## src/logic/brf_pkg.sv

```systemverilog
package brf_pkg;

   // Register offsets in the standard register space
   localparam logic [7:0] OFS_PORT_LAST      = 8'h03;
   localparam logic [7:0] OFS_GP_FIRST       = 8'h04;
   localparam logic [7:0] OFS_GP_LAST        = 8'hef;
   localparam logic [7:0] OFS_INDIRECT_FIRST = 8'he0;
   localparam logic [7:0] OFS_INDIRECT_LAST  = 8'hef;
   localparam logic [7:0] OFS_RSVD_FIRST     = 8'hf0;
   localparam logic [7:0] OFS_RSVD_LAST      = 8'hf5;
   localparam logic [7:0] OFS_GROUP_POINTER  = 8'hfd;
   localparam logic [7:0] OFS_STACK_HIGH     = 8'hfe;
   localparam logic [7:0] OFS_STACK_LOW      = 8'hff;

   // Expanded bank numbers and offsets inside bank D
   localparam logic [3:0] BANK_NORMAL        = 4'h0;
   localparam logic [3:0] BANK_TIMER         = 4'hd;
   localparam logic [3:0] BANK_SYSTEM        = 4'hf;
   localparam logic [3:0] OFS_TIMER_TIMER_CONTROL_0    = 4'h0;
   localparam logic [3:0] OFS_TIMER_TIMER_CONTROL_1    = 4'h1;
   localparam logic [3:0] OFS_TIMER_TIMER_CONTROL_2    = 4'h2;

   // Field positions of the group pointer
   localparam int         GP_WORK_MSB        = 7;
   localparam int         GP_WORK_LSB        = 4;
   localparam int         GP_BANK_MSB        = 3;
   localparam int         GP_BANK_LSB        = 0;

   // Reset values and the value read from undefined registers
   localparam logic [7:0] RST_GROUP_POINTER  = 8'h00;
   localparam logic [7:0] RST_TIMER_CTRL     = 8'h00;
   localparam logic [7:0] UNDEF_READ         = 8'hff;

   typedef enum logic [1:0] {
      BRF_MODE_DIRECT,
      BRF_MODE_WORKING,
      BRF_MODE_INDIRECT
   } brf_mode_e;

   typedef enum logic [1:0] {
      BRF_STK_NONE,
      BRF_STK_PUSH,
      BRF_STK_POP
   } brf_stk_e;

   typedef struct packed {
      logic       valid;
      logic       write;
      brf_mode_e  mode;
      logic [7:0] addr;
      logic [7:0] wdata;
   } brf_req_s;

   typedef struct packed {
      logic       valid;
      logic       write;
      logic [7:0] addr;
      logic [7:0] wdata;
   } brf_port_s;

endpackage

```

## src/logic/brf_mem.sv

```systemverilog
`timescale 1ns/10ps
module brf_mem
   import brf_pkg::*;
#(
   parameter int DEPTH = 256,
   parameter int AW    = 8
)
(
   input  wire logic          i_clk,
   input  wire logic          i_we,
   input  wire logic [AW-1:0] i_waddr,
   input  wire logic [7:0]    i_wdata,
   input  wire logic [AW-1:0] i_raddr,
   output logic [7:0]         o_rdata
);

   if (DEPTH > (1 << AW))
   begin
      $error("brf_mem depth exceeds address range");
   end

   logic [7:0] mem_q [DEPTH];
   logic [7:0] rdata_q;

   // Plain RAM: read data registered, no reset on the array
   always_ff @(posedge i_clk)
   begin
      if (i_we)
      begin
         mem_q[i_waddr] <= i_wdata;
      end
      rdata_q <= mem_q[i_raddr];
   end

   assign o_rdata = rdata_q;

endmodule

```

## src/logic/brf_top.sv

```systemverilog
`timescale 1ns/10ps
// How it works
// RULE1: Pointer upper nibble picks working group
// RULE2: Pointer lower nibble picks expanded bank
// RULE3: Bank zero: low addresses reach ports
// RULE4: Nonzero bank replaces lowest sixteen registers
// RULE5: Only banks D and F implemented
// RULE6: Bank D holds timer controls 0-2
// RULE7: Ports 0-3, storage 4-239, control 246-255 (the code decodes only 253 and 255 as control; 246-252 and 254 go to storage)
// RULE8: Full 8-bit direct or indirect addressing
// RULE9: Short address combines with working group
// RULE10: Working group gives base; offset added
// RULE11: E0-EF unreachable by direct addressing
// RULE12: Addresses 240-245 reserved, no function
// RULE13: Stack pointer addresses internal stack
// RULE14: Internal stack: high byte is storage
// RULE15: High byte driven to port 0
// RULE16: Banked reads/writes; unimplemented reads undefined
// RULE17: New pointer effective for next instruction
module brf_top
   import brf_pkg::*;
#(
   parameter int BANK_F_REGS = 16
)
(
   input  wire logic       I_REF_CLK,
   input  wire logic       I_RST,
   input  wire brf_req_s   I_REQ,
   input  wire brf_stk_e   I_STK_OP,
   input  wire logic [7:0] I_STK_WDATA,
   input  wire logic       I_P0_ADDR_MODE,
   input  wire logic [7:0] I_PORT_RDATA,
   input  wire logic [7:0] I_BANKF_RDATA,
   output logic [7:0]      O_RDATA,
   output logic            O_RVALID,
   output logic            O_REFUSED,
   output brf_port_s       O_PORT,
   output brf_port_s       O_BANKF,
   output logic [7:0]      O_TIMER_TIMER_CONTROL_0,
   output logic [7:0]      O_TIMER_TIMER_CONTROL_1,
   output logic [7:0]      O_TIMER_TIMER_CONTROL_2,
   output logic [7:0]      O_GROUP_POINTER,
   output logic [7:0]      O_STACK_PTR,
   output logic [7:0]      O_P0_ADDR,
   output logic            O_P0_ADDR_VALID
);

   if (BANK_F_REGS != 16)
   begin
      $error("brf_top supports a sixteen-register bank F only");
   end

   typedef enum logic [2:0] {
      TGT_NONE,
      TGT_MEM,
      TGT_PORT,
      TGT_TIMER,
      TGT_BANKF,
      TGT_POINTER,
      TGT_UNDEF
   } brf_tgt_e;

   // Effective address of a short working-register address
   function automatic logic [7:0] work_addr(input logic [7:0] gp, input logic [3:0] ofs);
      work_addr = {gp[GP_WORK_MSB:GP_WORK_LSB], ofs}; // RULE9 RULE10 RULE1
   endfunction

   function automatic logic in_range(input logic [7:0] a, input logic [7:0] lo,
                                     input logic [7:0] hi);
      in_range = (a >= lo) && (a <= hi);
   endfunction

   logic [7:0] gp_q;
   logic [7:0] gp_d;
   logic [7:0] tctl_q [3];
   logic [7:0] tctl_d [3];
   logic [7:0] sp_q;
   logic [7:0] sp_d;
   logic [7:0] rdata_q;
   logic [7:0] rdata_d;
   logic       rvalid_q;
   logic       rvalid_d;
   logic       refused_q;
   logic       refused_d;
   brf_port_s  port_q;
   brf_port_s  port_d;
   brf_port_s  bankf_q;
   brf_port_s  bankf_d;
   logic [7:0] p0a_q;
   logic [7:0] p0a_d;
   logic       p0av_q;
   logic       p0av_d;
   brf_tgt_e   rtgt_q;
   brf_tgt_e   rtgt_d;
   logic [7:0] rhold_q;
   logic [7:0] rhold_d;

   logic [7:0] eff_addr;
   logic [3:0] bank;
   brf_tgt_e   tgt;
   logic       mem_we;
   logic [7:0] mem_waddr;
   logic [7:0] mem_wdata;
   logic [7:0] mem_raddr;
   logic [7:0] mem_rdata;
   logic       stk_act;
   logic [7:0] stk_addr;
   logic [7:0] mem_rdata_hi_q;
   logic [7:0] mem_rdata_hi_d;

   assign bank = gp_q[GP_BANK_MSB:GP_BANK_LSB]; // RULE2 RULE17
   assign stk_act = (I_STK_OP != BRF_STK_NONE);
   // Push pre-decrements, pop reads at the current pointer
   assign stk_addr = (I_STK_OP == BRF_STK_PUSH) ? sp_q - 8'h01 : sp_q; // RULE13

   // Address decode
   always_comb
   begin
      eff_addr = I_REQ.addr; // RULE8
      tgt      = TGT_NONE;
      if (I_REQ.mode == BRF_MODE_WORKING)
      begin
         eff_addr = work_addr(gp_q, I_REQ.addr[3:0]);
      end
      if (!I_REQ.valid || stk_act)
      begin
         tgt = TGT_NONE;
      end
      else if (I_REQ.mode == BRF_MODE_DIRECT &&
               in_range(eff_addr, OFS_INDIRECT_FIRST, OFS_INDIRECT_LAST))
      begin
         tgt = TGT_NONE; // RULE11
      end
      else if (eff_addr[7:4] == 4'h0 && bank != BANK_NORMAL)
      begin
         if (bank == BANK_TIMER && eff_addr[3:0] <= OFS_TIMER_TIMER_CONTROL_2)
         begin
            tgt = TGT_TIMER; // RULE4 RULE6
         end
         else if (bank == BANK_SYSTEM)
         begin
            tgt = TGT_BANKF; // RULE5
         end
         else
         begin
            tgt = TGT_UNDEF; // RULE5 RULE16
         end
      end
      else if (eff_addr <= OFS_PORT_LAST)
      begin
         tgt = TGT_PORT; // RULE3 RULE7
      end
      else if (in_range(eff_addr, OFS_RSVD_FIRST, OFS_RSVD_LAST))
      begin
         tgt = TGT_UNDEF; // RULE12
      end
      else if (eff_addr == OFS_GROUP_POINTER || eff_addr == OFS_STACK_LOW)
      begin
         tgt = TGT_POINTER;
      end
      else
      begin
         tgt = TGT_MEM; // RULE7 RULE14
      end
   end

   // Storage port: stack has priority over instruction accesses
   always_comb
   begin
      mem_we    = 1'b0;
      mem_waddr = eff_addr;
      mem_wdata = I_REQ.wdata;
      mem_raddr = eff_addr;
      if (stk_act)
      begin
         mem_we    = (I_STK_OP == BRF_STK_PUSH);
         mem_waddr = stk_addr; // RULE13
         mem_wdata = I_STK_WDATA;
         mem_raddr = stk_addr;
      end
      else if (tgt == TGT_MEM && I_REQ.write)
      begin
         mem_we = 1'b1;
      end
   end

   brf_mem #(
      .DEPTH (256),
      .AW    (8)
   ) u_mem (
      .i_clk   (I_REF_CLK),
      .i_we    (mem_we),
      .i_waddr (mem_waddr),
      .i_wdata (mem_wdata),
      .i_raddr (mem_raddr),
      .o_rdata (mem_rdata)
   );

   // Next-state logic
   always_comb
   begin
      gp_d      = gp_q;
      tctl_d    = tctl_q;
      sp_d      = sp_q;
      refused_d = 1'b0;
      port_d    = '0;
      bankf_d   = '0;
      p0a_d     = p0a_q;
      p0av_d    = 1'b0;
      rtgt_d    = TGT_NONE;
      rhold_d   = 8'h00;
      if (stk_act)
      begin
         sp_d   = (I_STK_OP == BRF_STK_PUSH) ? sp_q - 8'h01 : sp_q + 8'h01; // RULE13
         rtgt_d = (I_STK_OP == BRF_STK_POP) ? TGT_MEM : TGT_NONE;
         if (I_P0_ADDR_MODE)
         begin
            // High byte goes out on port 0 for every stack cycle
            p0a_d  = mem_rdata_hi_q; // RULE15
            p0av_d = 1'b1; // RULE15
         end
      end
      else if (I_REQ.valid)
      begin
         rtgt_d    = I_REQ.write ? TGT_NONE : tgt;
         refused_d = (tgt == TGT_NONE);
         case (tgt)
            TGT_PORT:
            begin
               port_d = '{valid: 1'b1, write: I_REQ.write, addr: eff_addr,
                          wdata: I_REQ.wdata}; // RULE3
            end
            TGT_BANKF:
            begin
               bankf_d = '{valid: 1'b1, write: I_REQ.write, addr: eff_addr,
                           wdata: I_REQ.wdata}; // RULE16
            end
            TGT_TIMER:
            begin
               if (I_REQ.write)
               begin
                  tctl_d[eff_addr[1:0]] = I_REQ.wdata; // RULE6 RULE16
               end
               rhold_d = tctl_q[eff_addr[1:0]];
            end
            TGT_POINTER:
            begin
               if (eff_addr == OFS_GROUP_POINTER)
               begin
                  rhold_d = gp_q;
                  if (I_REQ.write)
                  begin
                     gp_d = I_REQ.wdata; // RULE17
                  end
               end
               else
               begin
                  rhold_d = sp_q;
                  if (I_REQ.write)
                  begin
                     sp_d = I_REQ.wdata;
                  end
               end
            end
            default:
            begin
               rhold_d = UNDEF_READ;
            end
         endcase
      end
   end

   // Copy of the high byte for port 0, kept beside storage
   always_comb
   begin
      mem_rdata_hi_d = mem_rdata_hi_q;
      if (mem_we && mem_waddr == OFS_STACK_HIGH)
      begin
         mem_rdata_hi_d = mem_wdata; // RULE14
      end
   end

   // Read answer registered two cycles after the request
   always_comb
   begin
      rvalid_d = (rtgt_q != TGT_NONE);
      case (rtgt_q)
         TGT_MEM:   rdata_d = mem_rdata;
         TGT_PORT:  rdata_d = I_PORT_RDATA;
         TGT_BANKF: rdata_d = I_BANKF_RDATA;
         TGT_NONE:  rdata_d = rdata_q;
         default:   rdata_d = rhold_q; // RULE16
      endcase
   end

   always_ff @(posedge I_REF_CLK)
   begin
      if (I_RST)
      begin
         gp_q           <= RST_GROUP_POINTER;
         tctl_q         <= '{RST_TIMER_CTRL, RST_TIMER_CTRL, RST_TIMER_CTRL};
         sp_q           <= 8'h00;
         refused_q      <= 1'b0;
         port_q         <= '0;
         bankf_q        <= '0;
         p0a_q          <= 8'h00;
         p0av_q         <= 1'b0;
         rtgt_q         <= TGT_NONE;
         rhold_q        <= 8'h00;
         rdata_q        <= 8'h00;
         rvalid_q       <= 1'b0;
         mem_rdata_hi_q <= 8'h00;
      end
      else
      begin
         gp_q           <= gp_d;
         tctl_q         <= tctl_d;
         sp_q           <= sp_d;
         refused_q      <= refused_d;
         port_q         <= port_d;
         bankf_q        <= bankf_d;
         p0a_q          <= p0a_d;
         p0av_q         <= p0av_d;
         rtgt_q         <= rtgt_d;
         rhold_q        <= rhold_d;
         rdata_q        <= rdata_d;
         rvalid_q       <= rvalid_d;
         mem_rdata_hi_q <= mem_rdata_hi_d;
      end
   end

   assign O_RDATA         = rdata_q;
   assign O_RVALID        = rvalid_q;
   assign O_REFUSED       = refused_q;
   assign O_PORT          = port_q;
   assign O_BANKF         = bankf_q;
   assign O_TIMER_TIMER_CONTROL_0   = tctl_q[0];
   assign O_TIMER_TIMER_CONTROL_1   = tctl_q[1];
   assign O_TIMER_TIMER_CONTROL_2   = tctl_q[2];
   assign O_GROUP_POINTER = gp_q;
   assign O_STACK_PTR     = sp_q;
   assign O_P0_ADDR       = p0a_q;
   assign O_P0_ADDR_VALID = p0av_q;
endmodule
```

## config.mk

```make
export PLATFORM = sky130hd
export DESIGN_NAME = brf_top
export DESIGN_NICKNAME = d
export VERILOG_FILES = /design/src/logic/brf_pkg.sv /design/src/logic/brf_mem.sv /design/src/logic/brf_top.sv
export SDC_FILE = /design/constraint.sdc
export NUM_CORES = 2
export LEC_CHECK = 0
export BUFFER_PORTS_ARGS = -buffer_cell sky130_fd_sc_hd__buf_2
export CORE_MARGIN = 4
export CORE_UTILIZATION = 40
export CTS_BUF_LIST = sky130_fd_sc_hd__clkbuf_4 sky130_fd_sc_hd__clkbuf_8 sky130_fd_sc_hd__clkbuf_16
export DETAILED_ROUTE_END_ITERATION = 7
export PLACE_DENSITY_LB_ADDON = 0.12
export SYNTH_ARGS = -nofsm -noshare
export SYNTH_HDL_FRONTEND = slang
export SYNTH_SLANG_ARGS = --single-unit
```

## constraint.sdc

```tcl
create_clock -name I_REF_CLK -period 14.65 [get_ports I_REF_CLK]
set_input_delay 0.7325 -clock I_REF_CLK [delete_from_list [all_inputs] [get_ports I_REF_CLK]]
set_output_delay 0.7325 -clock I_REF_CLK [all_outputs]
set_load 0.02 [all_outputs]
```

==> results.yml <==
synthesis:
  synth_enable_flop_cells: 2048
  dominantRegCellSynth: "sky130_fd_sc_hd__edfxtp_1"
  synth_top_cells_by_area: "sky130_fd_sc_hd__edfxtp_1 70%, sky130_fd_sc_hd__nand2_1 5.3%, sky130_fd_sc_hd__dfxtp_1 2.8%, sky130_fd_sc_hd__a211oi_1 2.3%, sky130_fd_sc_hd__a311oi_1 1.9%"
  syn_avg_cell_area_um2: 13.7
  synth_area_leader_cell: "sky130_fd_sc_hd__edfxtp_1"
  syn-cell-area_um2: 88300
  ys_ff_latch: 2170
  synth_most_common_cell: "sky130_fd_sc_hd__edfxtp_1"
  number_of_unique_standard_cell_types_used_by_synthesis: 99
  post_synth_inst_count: 6458
  synth-seq-area-share_pct: 72.4
  ys_top_cells_by_count: "2048 x sky130_fd_sc_hd__edfxtp_1, 1243 x sky130_fd_sc_hd__nand2_1, 377 x sky130_fd_sc_hd__nor2_1"
  ys_warn_count: 0
  synth_top_area_share_pct: 69.6
  asyncSetResetFlopFracSynth_pct: 0
floorplan:
  initial_core_util_pct: 40.2
  row_count: 172
  core_area_um2: 220000
  num_io_pins: 144
  die_w_um: 478
  die_h_um: 478
  die_area_um2: 228000
clock_tree:
  tritoncts.num_buffers: 225
  clock_tree.buffer_depth: 3
  ctsResizeCount: 0
  cts.sinks: 2170
  worst_setup_hold_path_clk_slew_ns: 0.06
  cts_hold_buf: 0
  cts_post_setup_buffers_inserted: 0
  cts_tree: "yes"
  root_buffer: "sky130_fd_sc_hd__clkbuf_16"
  cts_htree_levels: 4
  worst_skew_pair_latency_ns: 0.88
setup_path:
  critical_path_arrival_ns: 7.21
  crit_path_end_kind: "flip-flop"
  required_time_reported_for_the_critical_path_endpoint_ns: 15.36
  max_stage_delay_ns: 1.08
  timing_worst_setup_path_type: "flip-flop to flip-flop"
  crit_top_cell: "sky130_fd_sc_hd__buf_4"
  crit_path_start_kind: "flip-flop"
  critical_path.max_fanout: 62
  critical_path_cell_list: "inv_1 -> ha_1 -> and2_1 -> o31ai_4 -> buf_4 -> buf_4 -> buf_4 -> a311oi_1 -> nor4_1 -> o22ai_1 -> nor4_1 -> o2111ai_1"
  worst_r2r_path_depth: 12
  critical-path-slowest-cell: "sky130_fd_sc_hd__nor4_1"
timing:
  setup_viol: 0
  final_count_of_pins_violating_max_slew: 0
  tns_ns: 0
  fmax_mhz: 154
  min_period_over_period_pct: 44.4
  max_slew.worst_pin.slew_ns: 1.45
  final_period_minus_worst_setup_slack_ns: 6.50
  clock-skew-final_ns: 0.0469
  timing.slew.headroom_pct: 2.39
  final_hold_viol_count: 0
  grt_setup_unrepaired: "no"
placed_design:
  gpl_wtd_cong: 0.876
  portBuffers: 143
  hpwl_um: 189000
global_routing:
  globalRouteOverflowTotal: 0
  grt_max_degree: 154
  grt_pass1_wl_um: 446000
  initial_antenna_violation_count: 23
  track_usage_pct: 27.3
  grt_pass1_vias: 55100
route:
  vias_per_cell: 6.13
  drcViolationCount: 0
  dr.first_iter.drc_count: 7901
  detailroute.via_count: 59200
  totalWireLength_um: 321000
  antenna_left: 0
  post_drt_wl_per_cell_um: 33.2
  dr.pass1.iters: 6
cells_and_area:
  area_growth_syn_to_layout_pct: 12.7
  nets_final: 6564
  drive_above_1_share_pct: 12.4
  fill_cells: 19500
power:
  power.total_w: 0.0145
  vdd_drop_max_uv: 144
  leakage_nw: 32.8
  pwr_density_cell_nw_per_um2: 145
run_status:
  run_status: "completed"
run:
  max_cap_violations: 0
min_path:
  min_path_cells: 3
  worst_hold_path_type: "input port to flip-flop"
## worst paths after layout
| kind | end | start | slack (ns) |
|---|---|---|---|
| min reg2reg | O_P0_ADDR[4] | O_P0_ADDR[4] | 0.45 |
| min | O_P0_ADDR[0] | I_P0_ADDR_MODE | 0.20 |
| max reg2reg | u_mem.o_rdata[5] | O_STACK_PTR[1] | 8.15 |
| max | u_mem.o_rdata[5] | O_STACK_PTR[1] | 8.15 |
## metal layers
metal	share of wire (%)	global-route usage (%)
met1	42	38.9
met4	4.2	10.6
met5	0.019	0
met3	9.8	5.99
met2	44	40.9
## flip-flops by register name, indices dropped and copies added, names as in the netlist
register,cells
u_mem.mem_q,2048
O_BANKF,18
O_PORT,18
O_GROUP_POINTER,8
O_P0_ADDR,8
O_RDATA,8
O_STACK_PTR,8
O_TIMER_TIMER_CONTROL_0,8
O_TIMER_TIMER_CONTROL_1,8
O_TIMER_TIMER_CONTROL_2,8
mem_rdata_hi_q,8
rhold_q,8
u_mem.o_rdata,8
rtgt_q,3
O_P0_ADDR_VALID,1
O_REFUSED,1
O_RVALID,1
## where the power goes
part	total, W	switching [W]	internal, W
sequential	0.00692	0.0000538	0.00687
clock	0.00568	0.00243	0.00325
combinational	0.00185	0.00144	0.000407
total	0.0145	0.00393	0.0105
## layout by cell type, fill, tap and decap left out, drive strengths merged, types with 7 or more instances in the layout
master,n
nand3,307
o211ai,42
clkinv,75
nand2b,7
o22ai,17
a2111oi,26
o31ai,10
a221oi,30
clkbuf,316
o2111ai,13
bufinv,10
o32ai,16
nor4,38
a211oi,276
o21ai,97
a22oi,22
nor2,386
diode,7
and3,260
nor2b,41
a22o,7
buf,311
nand2,1246
a41oi,7
o2111a,7
conb,10
a32oi,50
inv,18
a31oi,123
nand4,40
mux4,44
dfxtp,122
a21oi,171
nor3,38
a311oi,189
mux2,15
and2,31
edfxtp,2048
a32o,7
mux2i,136
## logic make-up (layout without fill, tap and decap cells)
family                   Yosys count  in the layout  share of synthesized area [%]
other                              1             17                        0.00425
flip-flops                      2170           2170                           72.4
adder cells (fa/ha/maj)            2              2                         0.0283
buffers and inverters            503            731                           2.70
AO/OA/AOI/OAI                   1171           1171                           9.81
multiplexers                     195            195                           2.86
AND/OR/NAND/NOR                 2416           2416                           12.2
## critical path, delay by kind of cell (launching register included)
kind	cells	cell delay [ns]
simple gates	3	1.68
buf+inv	4	2.35
compound gates	4	1.13
flops	1	0.72
fa+ha+maj	1	0.30
## per-stage QoR
step	cell area [um2]	util [%]	setup slack [ns]	std cells	hold slack, ns
global placement	92100	41.9	7.65	9244	0.442
detailed placement	92100	41.9	7.66	9244	0.446
floorplan	88300	-	9.01	6467	0.443
finish	99500	45.3	8.15	9660	0.202
global route	99500	45.3	8.10	9655	0.170
CTS	99500	45.3	8.27	9653	0.118
## area by class of cell
cell class | instances | area (um2) | share of cell area (%)
clock buffer | 316 | 6480 | 6.51
antenna | 7 | 17.5 | 0.0176
sequential | 2170 | 63900 | 64.3
inverter | 11 | 41.3 | 0.0415
clock inverter | 93 | 843 | 0.848
tap | 2958 | 3700 | 3.72
multi-input combinational | 3794 | 22300 | 22.5
timing repair buffer | 311 | 2100 | 2.11
Note: power is estimated with default switching activity, not from simulation.
